### config.mk
export PLATFORM = sky130hd
export DESIGN_NAME = alc_cmd
export DESIGN_NICKNAME = d
export VERILOG_FILES = /design/src/hw/alc_pkg.sv /design/src/hw/alc_cmd.sv
export SDC_FILE = /design/constraint.sdc
export NUM_CORES = 1
export LEC_CHECK = 0
export BUFFER_PORTS_ARGS = -buffer_cell sky130_fd_sc_hd__buf_2
export CELL_PAD_IN_SITES_DETAIL_PLACEMENT = 0
export CELL_PAD_IN_SITES_GLOBAL_PLACEMENT = 2
export CORE_UTILIZATION = 38
export CTS_BUF_LIST = sky130_fd_sc_hd__clkbuf_16
export CTS_CLUSTER_SIZE = 25
export DETAILED_ROUTE_END_ITERATION = 12
export GPL_TIMING_DRIVEN = 0
export MAX_ROUTING_LAYER = met4
export PLACE_DENSITY = 0.82
export SLEW_MARGIN = 20
export SYNTH_ARGS = -nofsm -noshare
export SYNTH_HDL_FRONTEND = slang
export SYNTH_SLANG_ARGS = --single-unit
### constraint.sdc
create_clock -name sys_clk -period 7 [get_ports sys_clk]
set_clock_uncertainty 0.05 [all_clocks]
set_input_delay 0.35 -clock sys_clk [delete_from_list [all_inputs] [get_ports sys_clk]]
set_output_delay 0.35 -clock sys_clk [all_outputs]
set_load 0.01 [all_outputs]
### src/hw/alc_pkg.sv
/*
 * Shared constants for the maximum-address protection, native-maximum,
 * diagnostic and long read/write command logic of the drive controller.
 * Assumes a 250 MHz core clock and a 16-bit data word on all streams.
 */
package alc_pkg;
	// command opcodes
	localparam logic [7:0] OP_SET_MAX = 8'hf9;
	localparam logic [7:0] OP_NATIVE_MAX = 8'hf8;
	localparam logic [7:0] OP_DIAG = 8'h90;
	localparam logic [7:0] OP_READ_LONG_RETRY = 8'h22;
	localparam logic [7:0] OP_READ_LONG = 8'h23;
	localparam logic [7:0] OP_WRITE_LONG_RETRY = 8'h32;
	localparam logic [7:0] OP_WRITE_LONG = 8'h33;
	// maximum-address subcommands in the features register
	localparam logic [7:0] SUB_SET_PASSWORD = 8'h01;
	localparam logic [7:0] SUB_LOCK = 8'h02;
	localparam logic [7:0] SUB_UNLOCK = 8'h03;
	localparam logic [7:0] SUB_FREEZE = 8'h04;
	// unlock attempts loaded on lock and after reset
	localparam logic [2:0] UNLOCK_TRIES = 3'h5;
	// error register values
	localparam logic [7:0] ERR_ABORT = 8'h04;
	localparam logic [7:0] DIAG_PASS = 8'h01;
	localparam logic [7:0] DIAG_BUF_ERR = 8'h03;
	localparam logic [7:0] DIAG_ROM_ERR = 8'h05;
	localparam logic [7:0] DIAG_DEV1_FAIL = 8'h80;
	// completion values of sector count and sector number
	localparam logic [7:0] TF_ONE = 8'h01;
	localparam logic [7:0] TF_ZERO = 8'h00;
	// field positions in the device/head register
	localparam int DH_LBA_BIT = 6;
	localparam int DH_SELECT_BIT = 4;
	// sector and password layout in 16-bit words
	localparam logic [8:0] SECTOR_WORDS = 9'h100;
	localparam logic [8:0] PWD_FIRST = 9'h001;
	localparam int PWD_WORDS = 16;
	localparam logic [8:0] PWD_LAST = 9'h010;
	// long transfers: one sector plus four ecc bytes, two words
	localparam logic [8:0] ECC_WORDS = 9'h002;
	localparam logic [8:0] LONG_WORDS = 9'h102;
	// device 0 waits this long for device 1 to pass
	localparam longint unsigned CLK_HZ = 250_000_000;
	localparam longint unsigned DIAG_WAIT_S = 5;
	localparam int unsigned DIAG_WAIT_CYC = 32'(DIAG_WAIT_S * CLK_HZ);
	// native maximum address default, a neutral value
	localparam logic [27:0] NATIVE_MAX_DEF = 28'h0ffffff;

	typedef enum logic [6:0] {
		ST_IDLE = 7'h01,
		ST_NATIVE = 7'h02,
		ST_SECT_IN = 7'h04,
		ST_RLONG = 7'h08,
		ST_WLONG = 7'h10,
		ST_DIAG = 7'h20,
		ST_FINISH = 7'h40
	} alc_state_type;

	typedef enum logic [2:0] {
		PROT_UNLOCKED = 3'h1,
		PROT_LOCKED = 3'h2,
		PROT_FROZEN = 3'h4
	} alc_prot_type;
endpackage
### src/hw/alc_cmd.sv
/*
 * Command engine for maximum-address protection, native-maximum report,
 * device diagnostics and long sector read/write.
 * Assumes a task-file front end that presents each command as a one-cycle
 * pulse with the register values, and loads the result values on cmd_done.
 */
`timescale 1ns/1ps
module alc_cmd
	import alc_pkg::*;
#(
	parameter int unsigned DIAG_WAIT_CYCLES = DIAG_WAIT_CYC,
	parameter logic [27:0] NATIVE_MAX = NATIVE_MAX_DEF
) (
	input wire logic sys_clk,
	input wire logic rst,
	input wire logic cmd_valid,
	input wire logic [7:0] cmd_opcode,
	input wire logic [7:0] features_reg,
	input wire logic [7:0] sector_count_reg,
	input wire logic [7:0] sector_number_reg,
	input wire logic [7:0] cylinder_low_reg,
	input wire logic [7:0] cylinder_high_reg,
	input wire logic [7:0] device_head_reg,
	output logic busy,
	output logic drq,
	output logic cmd_done,
	output logic irq,
	output logic [7:0] error_reg,
	output logic [7:0] tf_sector_count,
	output logic [7:0] tf_sector_number,
	output logic [7:0] tf_cylinder_low,
	output logic [7:0] tf_cylinder_high,
	output logic [7:0] tf_device_head,
	output logic set_max_addr,
	output logic retry_en,
	output logic ecc_raw,
	input wire logic host_wr_valid,
	input wire logic [15:0] host_wr_data,
	output logic host_wr_ready,
	output logic host_rd_valid,
	output logic [15:0] host_rd_data,
	input wire logic host_rd_ready,
	output logic media_rd_req,
	input wire logic media_rd_valid,
	input wire logic [15:0] media_rd_data,
	output logic media_rd_ready,
	input wire logic media_err,
	output logic media_wr_req,
	output logic media_wr_valid,
	output logic [15:0] media_wr_data,
	input wire logic media_wr_ready,
	input wire logic [7:0] self_test_code,
	input wire logic is_device1,
	input wire logic device1_present,
	input wire logic pdiag_n_i,
	output logic pdiag_n_o,
	output logic pdiag_n_oe
);

	alc_state_type state, next_state;
	alc_prot_type prot, next_prot;
	logic [2:0] unlock_cnt, next_unlock_cnt;
	logic native_ok, next_native_ok;
	logic [7:0] op, next_op;
	logic [7:0] feat, next_feat;
	logic irq_en, next_irq_en;
	logic aborted, next_aborted;
	logic [7:0] next_error_reg, next_sc, next_sn, next_cl, next_ch, next_dh;
	logic [8:0] word_cnt, next_word_cnt;
	logic mismatch, next_mismatch;
	logic [15:0] pwd [PWD_WORDS];
	logic [15:0] next_pwd [PWD_WORDS];
	logic next_host_rd_valid, next_media_wr_valid;
	logic [15:0] next_host_rd_data, next_media_wr_data;
	logic next_media_rd_req, next_media_wr_req, next_set_max_addr;
	logic [31:0] diag_cnt, next_diag_cnt;
	logic pdiag_drive, next_pdiag_drive;
	logic [2:0] pin_meta, pin_sync;
	logic pwd_win, word_miss, host_rd_take, media_wr_take;
	logic [3:0] pidx;

	//////////////////////////////////////////////////////////////////////////
	// pin synchronisers; first stage feeds only the second
	always_ff @(posedge sys_clk) begin
		if (rst) begin
			pin_meta <= 3'h0;
			pin_sync <= 3'h0;
		end else begin
			pin_meta <= {~pdiag_n_i, device1_present, is_device1};
			pin_sync <= pin_meta;
		end
	end

	//////////////////////////////////////////////////////////////////////////
	// handshake terms and status decodes
	assign busy = (state != ST_IDLE);
	assign drq = (state == ST_SECT_IN) || (state == ST_RLONG) || (state == ST_WLONG);
	assign cmd_done = (state == ST_FINISH);
	assign irq = cmd_done && irq_en;
	// the rd stage empties or drains before it refills
	assign media_rd_ready = (state == ST_RLONG) && (!host_rd_valid || host_rd_ready);
	assign host_wr_ready = (state == ST_SECT_IN)
		|| ((state == ST_WLONG) && (!media_wr_valid || media_wr_ready));
	assign host_rd_take = host_rd_valid && host_rd_ready;
	assign media_wr_take = media_wr_valid && media_wr_ready;
	assign retry_en = ~op[0];
	assign ecc_raw = (state == ST_RLONG) || (state == ST_WLONG);
	assign pdiag_n_o = 1'b0;
	assign pdiag_n_oe = pdiag_drive;
	assign pwd_win = (word_cnt >= PWD_FIRST) && (word_cnt <= PWD_LAST);
	assign pidx = 4'(word_cnt - PWD_FIRST);
	assign word_miss = pwd_win && (host_wr_data != pwd[pidx]);

	//////////////////////////////////////////////////////////////////////////
	// command sequencing and protection state
	always_comb begin
		next_state = state;
		next_prot = prot;
		next_unlock_cnt = unlock_cnt;
		next_native_ok = native_ok;
		next_op = op;
		next_feat = feat;
		next_irq_en = irq_en;
		next_aborted = aborted;
		next_error_reg = error_reg;
		next_sc = tf_sector_count;
		next_sn = tf_sector_number;
		next_cl = tf_cylinder_low;
		next_ch = tf_cylinder_high;
		next_dh = tf_device_head;
		next_word_cnt = word_cnt;
		next_mismatch = mismatch;
		next_pwd = pwd;
		next_host_rd_valid = host_rd_valid;
		next_host_rd_data = host_rd_data;
		next_media_wr_valid = media_wr_valid;
		next_media_wr_data = media_wr_data;
		next_media_rd_req = 1'b0;
		next_media_wr_req = 1'b0;
		next_set_max_addr = 1'b0;
		next_diag_cnt = diag_cnt;
		next_pdiag_drive = pdiag_drive;
		case (state)
			ST_IDLE: begin
				if (cmd_valid) begin
					next_op = cmd_opcode;
					next_feat = features_reg;
					next_irq_en = 1'b1;
					next_aborted = 1'b0;
					next_error_reg = 8'h00;
					next_sc = sector_count_reg;
					next_sn = sector_number_reg;
					next_cl = cylinder_low_reg;
					next_ch = cylinder_high_reg;
					next_dh = device_head_reg;
					next_word_cnt = 9'h000;
					next_mismatch = 1'b0;
					next_native_ok = 1'b0;
					next_pdiag_drive = 1'b0;
					next_state = ST_FINISH;
					case (cmd_opcode)
						OP_NATIVE_MAX: begin
							next_state = ST_NATIVE;
						end
						OP_SET_MAX: begin
							if (native_ok) begin
								// any subcommand right after a native read sets the address when unlocked, else aborts
								if (prot == PROT_UNLOCKED) begin
									next_set_max_addr = 1'b1;
								end else begin
									next_aborted = 1'b1;
								end
							end else begin
								case (features_reg)
									SUB_SET_PASSWORD: begin
										if (prot == PROT_UNLOCKED) begin
											next_state = ST_SECT_IN;
										end else begin
											next_aborted = 1'b1;
										end
									end
									SUB_LOCK: begin
										if (prot == PROT_UNLOCKED) begin
											next_prot = PROT_LOCKED;
											next_unlock_cnt = UNLOCK_TRIES;
										end else begin
											next_aborted = 1'b1;
										end
									end
									SUB_UNLOCK: begin
										if (prot == PROT_FROZEN) begin
											next_aborted = 1'b1;
										end else if (prot == PROT_LOCKED && unlock_cnt == 3'h0) begin
											next_aborted = 1'b1;
										end else begin
											next_state = ST_SECT_IN;
										end
									end
									SUB_FREEZE: begin
										if (prot == PROT_UNLOCKED) begin
											next_aborted = 1'b1;
										end else begin
											next_prot = PROT_FROZEN;
										end
									end
									default: begin
										next_aborted = 1'b1;
									end
								endcase
							end
						end
						OP_DIAG: begin
							next_diag_cnt = 32'h0000_0000;
							next_state = ST_DIAG;
						end
						OP_READ_LONG_RETRY, OP_READ_LONG: begin
							next_media_rd_req = 1'b1;
							next_state = ST_RLONG;
						end
						OP_WRITE_LONG_RETRY, OP_WRITE_LONG: begin
							next_media_wr_req = 1'b1;
							next_state = ST_WLONG;
						end
						default: begin
							// not this block's command; it still ends a native read pairing
							next_state = ST_IDLE;
						end
					endcase
					if (next_aborted) begin
						next_error_reg = ERR_ABORT;
					end
				end
			end
			ST_NATIVE: begin
				next_dh = {tf_device_head[7:4], NATIVE_MAX[27:24]};
				next_ch = NATIVE_MAX[23:16];
				next_cl = NATIVE_MAX[15:8];
				next_sn = NATIVE_MAX[7:0];
				next_native_ok = 1'b1;
				next_state = ST_FINISH;
			end
			ST_SECT_IN: begin
				if (host_wr_valid) begin
					next_word_cnt = word_cnt + 9'h001;
					if (feat == SUB_SET_PASSWORD && pwd_win) begin
						next_pwd[pidx] = host_wr_data;
					end
					next_mismatch = mismatch || word_miss;
					if (word_cnt == SECTOR_WORDS - 9'h001) begin
						next_state = ST_FINISH;
						if (feat == SUB_UNLOCK && prot == PROT_LOCKED) begin
							if (mismatch || word_miss) begin
								next_aborted = 1'b1;
								next_error_reg = ERR_ABORT;
								next_unlock_cnt = unlock_cnt - 3'h1;
							end else begin
								next_prot = PROT_UNLOCKED;
							end
						end
					end
				end
			end
			ST_RLONG: begin
				if (host_rd_take) begin
					next_host_rd_valid = 1'b0;
					next_word_cnt = word_cnt + 9'h001;
				end
				if (media_rd_valid && media_rd_ready) begin
					next_host_rd_valid = 1'b1;
					next_host_rd_data = media_rd_data;
				end
				if (media_err) begin
					next_host_rd_valid = 1'b0;
					next_aborted = 1'b1;
					next_error_reg = ERR_ABORT;
					next_sc = TF_ONE;
					next_state = ST_FINISH;
				end else if (host_rd_take && word_cnt == LONG_WORDS - 9'h001) begin
					next_sc = TF_ZERO;
					next_state = ST_FINISH;
				end
			end
			ST_WLONG: begin
				if (media_wr_take) begin
					next_media_wr_valid = 1'b0;
					next_word_cnt = word_cnt + 9'h001;
				end
				if (host_wr_valid && host_wr_ready) begin
					next_media_wr_valid = 1'b1;
					next_media_wr_data = host_wr_data;
				end
				if (media_err) begin
					next_media_wr_valid = 1'b0;
					next_aborted = 1'b1;
					next_error_reg = ERR_ABORT;
					next_sc = TF_ONE;
					next_state = ST_FINISH;
				end else if (media_wr_take && word_cnt == LONG_WORDS - 9'h001) begin
					next_sc = TF_ZERO;
					next_state = ST_FINISH;
				end
			end
			ST_DIAG: begin
				// self_test_code carries DIAG_PASS, DIAG_BUF_ERR or DIAG_ROM_ERR
				next_sc = TF_ONE;
				next_sn = tf_device_head[DH_LBA_BIT] ? TF_ZERO : TF_ONE;
				next_error_reg = self_test_code;
				if (pin_sync[0]) begin
					next_pdiag_drive = (self_test_code == DIAG_PASS);
					next_irq_en = 1'b0;
					next_state = ST_FINISH;
				end else if (!pin_sync[1] || pin_sync[2]) begin
					next_state = ST_FINISH;
				end else if (diag_cnt >= DIAG_WAIT_CYCLES - 32'h1) begin
					next_error_reg = self_test_code | DIAG_DEV1_FAIL;
					next_state = ST_FINISH;
				end else begin
					next_diag_cnt = diag_cnt + 32'h1;
				end
			end
			ST_FINISH: begin
				next_state = ST_IDLE;
			end
			default: begin
				next_state = ST_IDLE;
			end
		endcase
	end

	// power-up leaves protection open with full attempts and a blank password
	always_ff @(posedge sys_clk) begin
		if (rst) begin
			state <= ST_IDLE;
			prot <= PROT_UNLOCKED;
			unlock_cnt <= UNLOCK_TRIES;
			native_ok <= 1'b0;
			op <= 8'h00;
			feat <= 8'h00;
			irq_en <= 1'b0;
			aborted <= 1'b0;
			error_reg <= 8'h00;
			tf_sector_count <= 8'h00;
			tf_sector_number <= 8'h00;
			tf_cylinder_low <= 8'h00;
			tf_cylinder_high <= 8'h00;
			tf_device_head <= 8'h00;
			word_cnt <= 9'h000;
			mismatch <= 1'b0;
			for (int i = 0; i < PWD_WORDS; i++) begin
				pwd[i] <= 16'h0000;
			end
			host_rd_valid <= 1'b0;
			host_rd_data <= 16'h0000;
			media_wr_valid <= 1'b0;
			media_wr_data <= 16'h0000;
			media_rd_req <= 1'b0;
			media_wr_req <= 1'b0;
			set_max_addr <= 1'b0;
			diag_cnt <= 32'h0000_0000;
			pdiag_drive <= 1'b0;
		end else begin
			state <= next_state;
			prot <= next_prot;
			unlock_cnt <= next_unlock_cnt;
			native_ok <= next_native_ok;
			op <= next_op;
			feat <= next_feat;
			irq_en <= next_irq_en;
			aborted <= next_aborted;
			error_reg <= next_error_reg;
			tf_sector_count <= next_sc;
			tf_sector_number <= next_sn;
			tf_cylinder_low <= next_cl;
			tf_cylinder_high <= next_ch;
			tf_device_head <= next_dh;
			word_cnt <= next_word_cnt;
			mismatch <= next_mismatch;
			pwd <= next_pwd;
			host_rd_valid <= next_host_rd_valid;
			host_rd_data <= next_host_rd_data;
			media_wr_valid <= next_media_wr_valid;
			media_wr_data <= next_media_wr_data;
			media_rd_req <= next_media_rd_req;
			media_wr_req <= next_media_wr_req;
			set_max_addr <= next_set_max_addr;
			diag_cnt <= next_diag_cnt;
			pdiag_drive <= next_pdiag_drive;
		end
	end

	//////////////////////////////////////////////////////////////////////////
	// checks on the driven behaviour
	logic sm_cmd;
	assign sm_cmd = (state == ST_IDLE) && cmd_valid && (cmd_opcode == OP_SET_MAX) && !native_ok;

	property p_lock_enters;
		@(posedge sys_clk) disable iff (rst)
		(sm_cmd && features_reg == SUB_LOCK && prot == PROT_UNLOCKED)
		|=> (prot == PROT_LOCKED) && (unlock_cnt == 3'h5) && cmd_done && !aborted;
	endproperty
	a_lock_enters: assert property (p_lock_enters) else $error("lock not entered");

	property p_locked_rejects;
		@(posedge sys_clk) disable iff (rst)
		(sm_cmd && prot == PROT_LOCKED && features_reg == SUB_SET_PASSWORD)
		|=> cmd_done && aborted && error_reg == 8'h04 && prot == PROT_LOCKED;
	endproperty
	a_locked_rejects: assert property (p_locked_rejects) else $error("locked accepted");

	property p_mismatch;
		@(posedge sys_clk) disable iff (rst)
		(state == ST_SECT_IN && host_wr_valid && word_cnt == 9'h0ff && feat == SUB_UNLOCK
			&& prot == PROT_LOCKED && (mismatch || word_miss))
		|=> aborted && prot == PROT_LOCKED && unlock_cnt == $past(unlock_cnt) - 3'h1;
	endproperty
	a_mismatch: assert property (p_mismatch) else $error("mismatch handling wrong");

	property p_exhausted;
		@(posedge sys_clk) disable iff (rst)
		(sm_cmd && features_reg == SUB_UNLOCK && prot == PROT_LOCKED && unlock_cnt == 3'h0)
		|=> cmd_done && aborted && !drq;
	endproperty
	a_exhausted: assert property (p_exhausted) else $error("exhausted unlock ran");

	property p_freeze_unlocked;
		@(posedge sys_clk) disable iff (rst)
		(sm_cmd && features_reg == SUB_FREEZE && prot == PROT_UNLOCKED)
		|=> aborted && prot == PROT_UNLOCKED;
	endproperty
	a_freeze_unlocked: assert property (p_freeze_unlocked) else $error("freeze accepted");

	property p_native_then_set;
		@(posedge sys_clk) disable iff (rst)
		(state == ST_IDLE && cmd_valid && cmd_opcode == OP_SET_MAX && native_ok
			&& prot == PROT_UNLOCKED)
		|=> set_max_addr && cmd_done && prot == $past(prot);
	endproperty
	a_native_then_set: assert property (p_native_then_set) else $error("no set address");

	property p_native;
		@(posedge sys_clk) disable iff (rst)
		(state == ST_IDLE && cmd_valid && cmd_opcode == OP_NATIVE_MAX)
		|=> busy ##1 irq && tf_sector_number == NATIVE_MAX[7:0]
			&& tf_cylinder_high == NATIVE_MAX[23:16] ##1 !busy;
	endproperty
	a_native: assert property (p_native) else $error("native report wrong");

	property p_dev1_silent;
		@(posedge sys_clk) disable iff (rst)
		(state == ST_DIAG && pin_sync[0]) |=> cmd_done && !irq && tf_sector_count == 8'h01;
	endproperty
	a_dev1_silent: assert property (p_dev1_silent) else $error("device 1 interrupted");

	property p_long_ok;
		@(posedge sys_clk) disable iff (rst)
		(state == ST_RLONG && !media_err && host_rd_take && word_cnt == 9'h101)
		|=> cmd_done && tf_sector_count == 8'h00 && !host_rd_valid;
	endproperty
	a_long_ok: assert property (p_long_ok) else $error("read long end wrong");

	property p_long_err;
		@(posedge sys_clk) disable iff (rst)
		((state == ST_RLONG || state == ST_WLONG) && media_err)
		|=> cmd_done && aborted && tf_sector_count == 8'h01;
	endproperty
	a_long_err: assert property (p_long_err) else $error("long error count wrong");

	c_unlock_ok: cover property (@(posedge sys_clk) disable iff (rst)
		(state == ST_SECT_IN && prot == PROT_LOCKED) ##[1:300] (prot == PROT_UNLOCKED));
	c_freeze: cover property (@(posedge sys_clk) disable iff (rst)
		(prot == PROT_LOCKED) ##[1:20] (prot == PROT_FROZEN));
	c_diag_timeout: cover property (@(posedge sys_clk) disable iff (rst)
		cmd_done && error_reg[7] && op == OP_DIAG);
	c_write_long: cover property (@(posedge sys_clk) disable iff (rst)
		state == ST_WLONG ##1 cmd_done && !aborted);

endmodule // alc_cmd

[Word-level counts from Yosys, hierarchy flattened]
Cells that the tools add are included.
Word-level totals
  ROM bits: 0
  memories kept: 0
  output and inout port bits: 95
  register bits: 414
  bits in writable memories: 0
  latch bits: 0
  logic and storage cells: 279
  input bits: 107
Cells by class
  multipliers: 0
  reductions and logical operators: 60
  add/subtract/negate cells: 4
  mux-type cells: 107
  shift-type cells: 0
  magnitude comparators: 5
  divide/modulo/power cells: 0
  equality and inequality tests: 52
  bitwise gates (word level): 8
Operator list (count)
  $bwmux W256: 1
  $mux W32: 5
  $mux W8: 18
  $mux W7: 14
  $bmux W16 S4: 1
  $demux W16 S4: 1
  $pmux W32 S2: 1
  $pmux W8 S4: 2
  $mux W3: 19
  $mux W16: 3
  $pmux W8 S2: 3
  $pmux W7 S6: 1
  $mux W9: 4
  $pmux W9 S4: 1
  $pmux W7 S5: 1
  $add A32 B1 Y32 const B: 1
  $eq A8 B6 Y1 const B: 4
  $ge A32 B31 Y1 const B: 1
  $eq A8 B1 Y1 const B: 3
  $eq A8 B2 Y1 const B: 3
  $eq A8 B8 Y1 const B: 3
  $pmux W8 S3: 1
  $mux W1: 22
  $ne A2 B2 Y1 const B: 11
  other kinds (51): 112

[Longest topological paths before layout]
  word-level depth: 13
  depth in mapped cells: 16
  gate-level depth less buffers: 12

[Worst setup path before layout]
Ideal clock, no wire load.
  path kind: register to register
  from: reg word_cnt[0]
  to: reg error_reg[2]
  data required time: 6.829 ns
  path buffers: 6
  stages on the path, launching flop included: 17
  period minus slack after synthesis: 4.334 ns
  slack: 2.666 ns
  arrival time: 4.163 ns
  library setup time: 0.121 ns
  cells stage by stage: dfxtp_1 -> buf_6 -> buf_4 -> buf_2 -> inv_1 -> ha_1 -> buf_2 -> buf_1 -> clkbuf_1 -> mux4_2 -> a221oi_2 -> xnor2_1 -> nor4_1 -> and4_1 -> o21bai_4 -> o21ai_4 -> mux2_4
Between the ends
  cells in the longest elaborated chain, start to end: 10
  elaborated cells on any way between the ends: 15
  classes of those cells: 1 x add/sub; 2 x order compare; 4 x eq/ne; 3 x mux; 1 x bitwise; 4 x reduce/logical
Ends and longest elaborated chain
  start: declaration: line alc_cmd.sv:69  | logic [8:0] word_cnt, next_word_cnt;
  start signal: assignment: line alc_cmd.sv:376  | word_cnt <= next_word_cnt;
  $sub A4 B1 Y4: line alc_cmd.sv:111  | assign pidx = 4'(word_cnt - PWD_FIRST);
  $not A4 Y5 (not written as such): line alc_cmd.sv:112  | assign word_miss = pwd_win && (host_wr_data != pwd[pidx]);
  $bmux W16 S4: line alc_cmd.sv:112
  $mux W16 (not written as such) (2 in series): line alc_cmd.sv:112
  $ne A16 B16 Y1: line alc_cmd.sv:112
  $logic_and A1 B1 Y1: line alc_cmd.sv:112
  $logic_or A1 B1 Y1: line alc_cmd.sv:252  | if (mismatch || word_miss) begin
  $ne A2 B1 Y1 (no line)
  $reduce_and A7 Y1 (no line) (*)
  end signal: assignment: line alc_cmd.sv:370  | error_reg <= next_error_reg;
  end: declaration: line alc_cmd.sv:28  | output logic [7:0] error_reg,
Every way passes the cells marked *; elsewhere a longest branch is shown, timed or not. The select of a mux whose other input is x is not followed.
A chain may end at the register's enable or synchronous reset.

[Final worst setup path]
Same ends and word-level chain as after synthesis.

==> flow_summary.html <==
<table>
<tr><th>Metric</th><th>Value</th></tr>
<tr><th colspan="2">Status</th></tr>
<tr><td>Outcome</td><td>complete, no violations</td></tr>
<tr><th colspan="2">Synth</th></tr>
<tr><td>Adder and majority cell fraction of the synthesized area</td><td>0.00685</td></tr>
<tr><td>XOR/XNOR share of the synthesized area</td><td>0.0244</td></tr>
<tr><td>Area leader, netlist</td><td>dfxtp_1</td></tr>
<tr><td>Post-synthesis cell count</td><td>2,144</td></tr>
<tr><td>Fraction of the mapped netlist area in compound gates</td><td>0.136</td></tr>
<tr><td>Count of flip-flops with a built-in enable after synthesis</td><td>0</td></tr>
<tr><td>Synthesized-area fraction occupied by and/or/nand/nor cells</td><td>0.234</td></tr>
<tr><td>Area share of the largest cell type after synthesis</td><td>0.454</td></tr>
<tr><td>Share of synthesized area occupied by flip-flops and latches</td><td>0.454</td></tr>
<tr><td>Number of nets produced by synthesis</td><td>2,261</td></tr>
<tr><td>Mean cell area of the mapped netlist</td><td>8.52 sq um</td></tr>
<tr><td>Multiplexer share of the synthesized area</td><td>0.0983</td></tr>
<tr><td>Async SR Flop Fraction</td><td>0</td></tr>
<tr><td>Commonest register cell after synthesis</td><td>dfxtp_1</td></tr>
<tr><td>Count of warnings emitted by yosys</td><td>0</td></tr>
<tr><td>Register bit count reported by yosys</td><td>414</td></tr>
<tr><td>Top cells by area, synth</td><td>dfxtp_1 (45%), nand2_1 (9.9%), a21oi_1 (8.2%)</td></tr>
<tr><td>Mapped cell area</td><td>18,300 sq um</td></tr>
<tr><td>Post-synth cell types</td><td>76</td></tr>
<tr><td>Dominant combinational cell family by area after synthesis</td><td>simple AND/OR/NAND/NOR gates</td></tr>
<tr><th colspan="2">Power</th></tr>
<tr><td>Power per Cell Area</td><td>245 nW/um^2</td></tr>
<tr><td>Proportion of power drawn by combinational gates</td><td>0.135</td></tr>
<tr><td>Power dissipated by switching net loads</td><td>1.54 mW</td></tr>
<tr><td>Sequential share of power</td><td>0.448</td></tr>
<tr><td>Share of total power consumed by net switching</td><td>0.286</td></tr>
<tr><td>Cell Int Power</td><td>3.85 mW</td></tr>
<tr><td>Portion of total power attributed to the clock network</td><td>0.417</td></tr>
<tr><td>Static leakage power</td><td>~8.0 nW</td></tr>
<tr><td>Maximum resistive drop on vdd</td><td>163 uV</td></tr>
<tr><th colspan="2">Global route</th></tr>
<tr><td>Number of global-route vias before repair</td><td>~16,000</td></tr>
<tr><td>First-pass GRT wire length</td><td>~99,000 microns</td></tr>
<tr><td>Number of antenna violations at the first check in global routing</td><td>1</td></tr>
<tr><td>Largest net degree at the start of global routing</td><td>13</td></tr>
<tr><td>Total grt overflow</td><td>0</td></tr>
<tr><td>Total Routing Usage GR</td><td>0.271</td></tr>
<tr><th colspan="2">Floorplan</th></tr>
<tr><td>Area of the die</td><td>49,000 sq um</td></tr>
<tr><td>Die width</td><td>221 microns</td></tr>
<tr><td>Top Ports</td><td>202</td></tr>
<tr><td>Core Rows</td><td>79</td></tr>
<tr><td>Height of the chip</td><td>221 microns</td></tr>
<tr><td>Area of the core</td><td>47,000 sq um</td></tr>
<tr><td>Starting Density</td><td>0.389</td></tr>
<tr><th colspan="2">Hold path</th></tr>
<tr><td>Hold Crit Class</td><td>input port to flop</td></tr>
<tr><th colspan="2">Critical path</th></tr>
<tr><td>Library cell appearing most often on the critical path</td><td>buf_2</td></tr>
<tr><td>Worst path slowest cell</td><td>clkbuf_1</td></tr>
<tr><td>Cells along the critical path</td><td>buf_6 -&gt; buf_4 -&gt; buf_2 -&gt; inv_1 -&gt; ha_1 -&gt; buf_2 -&gt; buf_1 -&gt; clkbuf_1 -&gt; mux4_2 -&gt; a211oi_1 -&gt; xnor2_1 -&gt; nor4_1 -&gt; and4_1 -&gt; o21bai_4 -&gt; o21ai_4 -&gt; mux2_4</td></tr>
<tr><td>Critical path buffer and inverter count</td><td>7</td></tr>
<tr><td>Endpoint required time on the critical path</td><td>between 7 and 8 ns</td></tr>
<tr><td>CP Max Fanout</td><td>10</td></tr>
<tr><td>Kind of cell adding the most delay to the critical path</td><td>buffers and inverters</td></tr>
<tr><td>Endpoint arrival time on the critical path</td><td>6.70 ns</td></tr>
<tr><td>CP startpoint kind</td><td>flop</td></tr>
<tr><td>Capturing element type of the critical path</td><td>flop</td></tr>
<tr><td>Worst stage delay on the critical path</td><td>0.76 ns</td></tr>
<tr><td>Setup Crit Path Kind</td><td>flop to flop</td></tr>
<tr><th colspan="2">Clocking</th></tr>
<tr><td>Clock tree from TritonCTS</td><td>done</td></tr>
<tr><td>CTS H-Tree Depth</td><td>2</td></tr>
<tr><td>Clock transition at the registers of the reported paths</td><td>0.06 ns</td></tr>
<tr><td>Root buf cell</td><td>clkbuf_16</td></tr>
<tr><td>Number of clock sinks</td><td>between 400 and 500</td></tr>
<tr><td>Number of post-CTS setup repair buffers</td><td>0</td></tr>
<tr><td>CTS buffer count</td><td>47</td></tr>
<tr><td>Bufs on Longest Clock Path</td><td>3</td></tr>
<tr><td>Clock latency at the later pin of the worst-skew pair</td><td>around 0.60 ns</td></tr>
<tr><th colspan="2">Placement</th></tr>
<tr><td>HPWL Detailed</td><td>47,000 microns</td></tr>
<tr><td>Number of buffers inserted by port buffering</td><td>182</td></tr>
<tr><td>Weighted congestion reported at the end of routability-driven placement</td><td>approximately 0.88</td></tr>
<tr><th colspan="2">Final layout</th></tr>
<tr><td>Core Util, Final</td><td>0.468</td></tr>
<tr><td>Net count of the finished layout</td><td>around 2,600</td></tr>
<tr><td>Number of antenna cells inserted</td><td>0</td></tr>
<tr><td>Area grow syn2layout</td><td>20.2%</td></tr>
<tr><td>Biggest registers after layout</td><td>pwd: 256 flops, diag_cnt: 32 flops</td></tr>
<tr><td>Fill cell total of the finished layout</td><td>around 4,600</td></tr>
<tr><td>Flip-flop count of the largest register, all copies and words added</td><td>between 200 and 300</td></tr>
<tr><td>Layout cells sized above 1</td><td>0.149</td></tr>
<tr><td>Register with the highest flop count</td><td>pwd</td></tr>
<tr><th colspan="2">Route</th></tr>
<tr><td>Initial drt markers</td><td>1,314</td></tr>
<tr><td># DRC</td><td>0</td></tr>
<tr><td>Initial DRT Pass Iterations</td><td>5</td></tr>
<tr><td>Vias after detailed routing</td><td>~17,000</td></tr>
<tr><td>Via density per instance</td><td>5.47</td></tr>
<tr><td>Total Wirelength</td><td>65,600 microns</td></tr>
<tr><td>Routed wirelength normalized by instance count</td><td>about 21 microns</td></tr>
<tr><td>Antenna Violating Nets Remaining</td><td>0</td></tr>
<tr><th colspan="2">STA</th></tr>
<tr><td>Share of the clock period used by the worst path after layout</td><td>0.896</td></tr>
<tr><td>Pins Over Slew Limit</td><td>0</td></tr>
<tr><td>Hold Vio Cnt, Final</td><td>0</td></tr>
<tr><td>Transition time at the pin with the least slew margin</td><td>1.10 ns</td></tr>
<tr><td>Max-slew headroom</td><td>0.263</td></tr>
<tr><td>Upper clock frequency limit</td><td>159 MHz</td></tr>
<tr><td>Total negative setup slack</td><td>0 ns</td></tr>
<tr><td>Setup repair after global routing missed its margin</td><td>no</td></tr>
<tr><td>Tmin final</td><td>6.28 ns</td></tr>
<tr><td>Final number of setup-violating endpoints</td><td>0</td></tr>
<tr><th colspan="2">Flow run</th></tr>
<tr><td>Max-cap viol count</td><td>0</td></tr>
</table>
synth_stat cells (11+ instances only):
master      n
nor2b_1    12
xnor2_1    24
buf_2      33
inv_1      21
mux2i_1    34
and2_1     13
nand3_1   157
a21boi_0   16
nand4_1    11
nand2_1   483
xor2_1     27
nor2_1    148
dfxtp_1   414
a21oi_1   301
and3_1     15
o21ai_0    15
clkbuf_1  129
nor3_1     57
nor4_1     16
mux4_2     64
power by group through the flow:
| stage | Combinational [mW] | Clock, mW | Sequential (mW) |
|---|---|---|---|
| 2_1_floorplan | 0.406 | 0 | 2.47 |
| 6_report | 0.727 | 2.25 | 2.41 |
| 3_5_place_dp | 0.695 | 0 | 2.46 |
| 4_1_cts | 0.726 | 2.30 | 2.41 |
| 5_1_grt | 0.775 | 2.38 | 2.42 |
| 3_3_place_gp | 0.693 | 0 | 2.46 |
through the flow:
stage	power [mW]	hold WS (ns)	cells	setup slack, ns	area, sq um
detailed placement	3.16	0.375	2933	0.727	19900
floorplan	2.88	0.364	2144	2.67	18300
global placement	3.16	0.369	2933	0.717	19900
global route	5.58	0.0375	3082	0.535	22000
CTS	5.44	0.00405	3082	0.719	22000
finish	5.39	0.0243	3082	0.725	22000
worst min-delay path, stage by stage:
cell,delay [ns]
buf_2,0.13
nand2_1,0.07
a21oi_1,0.05
final cells by class:
type | count | area [sq um] | area share
Tap cell | 607 | 759 | 0.0346
Timing Repair Buffer | 248 | 1570 | 0.0716
Multi-Input combinational cell | 1532 | 9130 | 0.416
Clock buffer | 48 | 1200 | 0.0547
Sequential cell | 414 | 8290 | 0.377
Buffer | 177 | 778 | 0.0354
Clock inverter | 35 | 156 | 0.00712
Inverter | 21 | 78.8 | 0.00359
per-layer routing:
layer  global-route usage  wire length [microns]
met5                    -                      0
met4               0.0776                   1610
met3               0.0370                   4020
met2                0.423                  30100
met1                0.365                  29900
worst paths after layout:
check,slack [ns],cells after the start,from,endpoint
hold reg to reg,0.39,1,pin_meta[0],pin_sync[0]
setup / recovery,0.72,16,word_cnt[0],error_reg[2]
setup reg to reg,0.72,16,word_cnt[0],error_reg[2]
hold / removal,0.02,3,features_reg[0],feat[0]
cells in the final DEF (no fill, tap or decap), types with 5 or more instances in the layout:
cell type      count
dfxtp_1          414
nand3_1          157
a211oi_1           5
xor2_1            27
a31o_1             6
buf_6              5
nand2b_1           9
nor3_1            57
xnor2_1           24
nand2_1          483
ha_1              10
clkbuf_1         129
nor2b_1           12
nor3b_1            5
and2_1            13
inv_1             34
clkbuf_16         48
a21oi_1          301
nor4_1            16
dlygate4sd3_1     66
a22o_1             9
or3_1              8
nor2_1           148
clkinv_1          14
and4_1             5
nand4_1           11
a21boi_0          16
clkinv_2           6
mux4_2            64
mux2i_1           34
nand3b_1           6
o21ai_0           15
a31oi_1            8
buf_2            215
buf_1              6
and3_1            15
timing repair:
| action | CTS | global route |
|---|---|---|
| hold buffers | 66 | 0 |
| hold endpoints to repair | 68 | 0 |
| gates resized for setup | 0 | 0 |
kinds of logic (layout without fill, tap and decap cells):
logic type	after synthesis	after routing
AO/OA/AOI/OAI	407	407
XOR/XNOR	51	51
adder cells (fa/ha/maj)	10	10
buffers and inverters	198	529
flip-flops	414	414
multiplexers	99	99
other	1	1
AND/OR/NAND/NOR	964	964
Power figures use the tool's default switching activity.
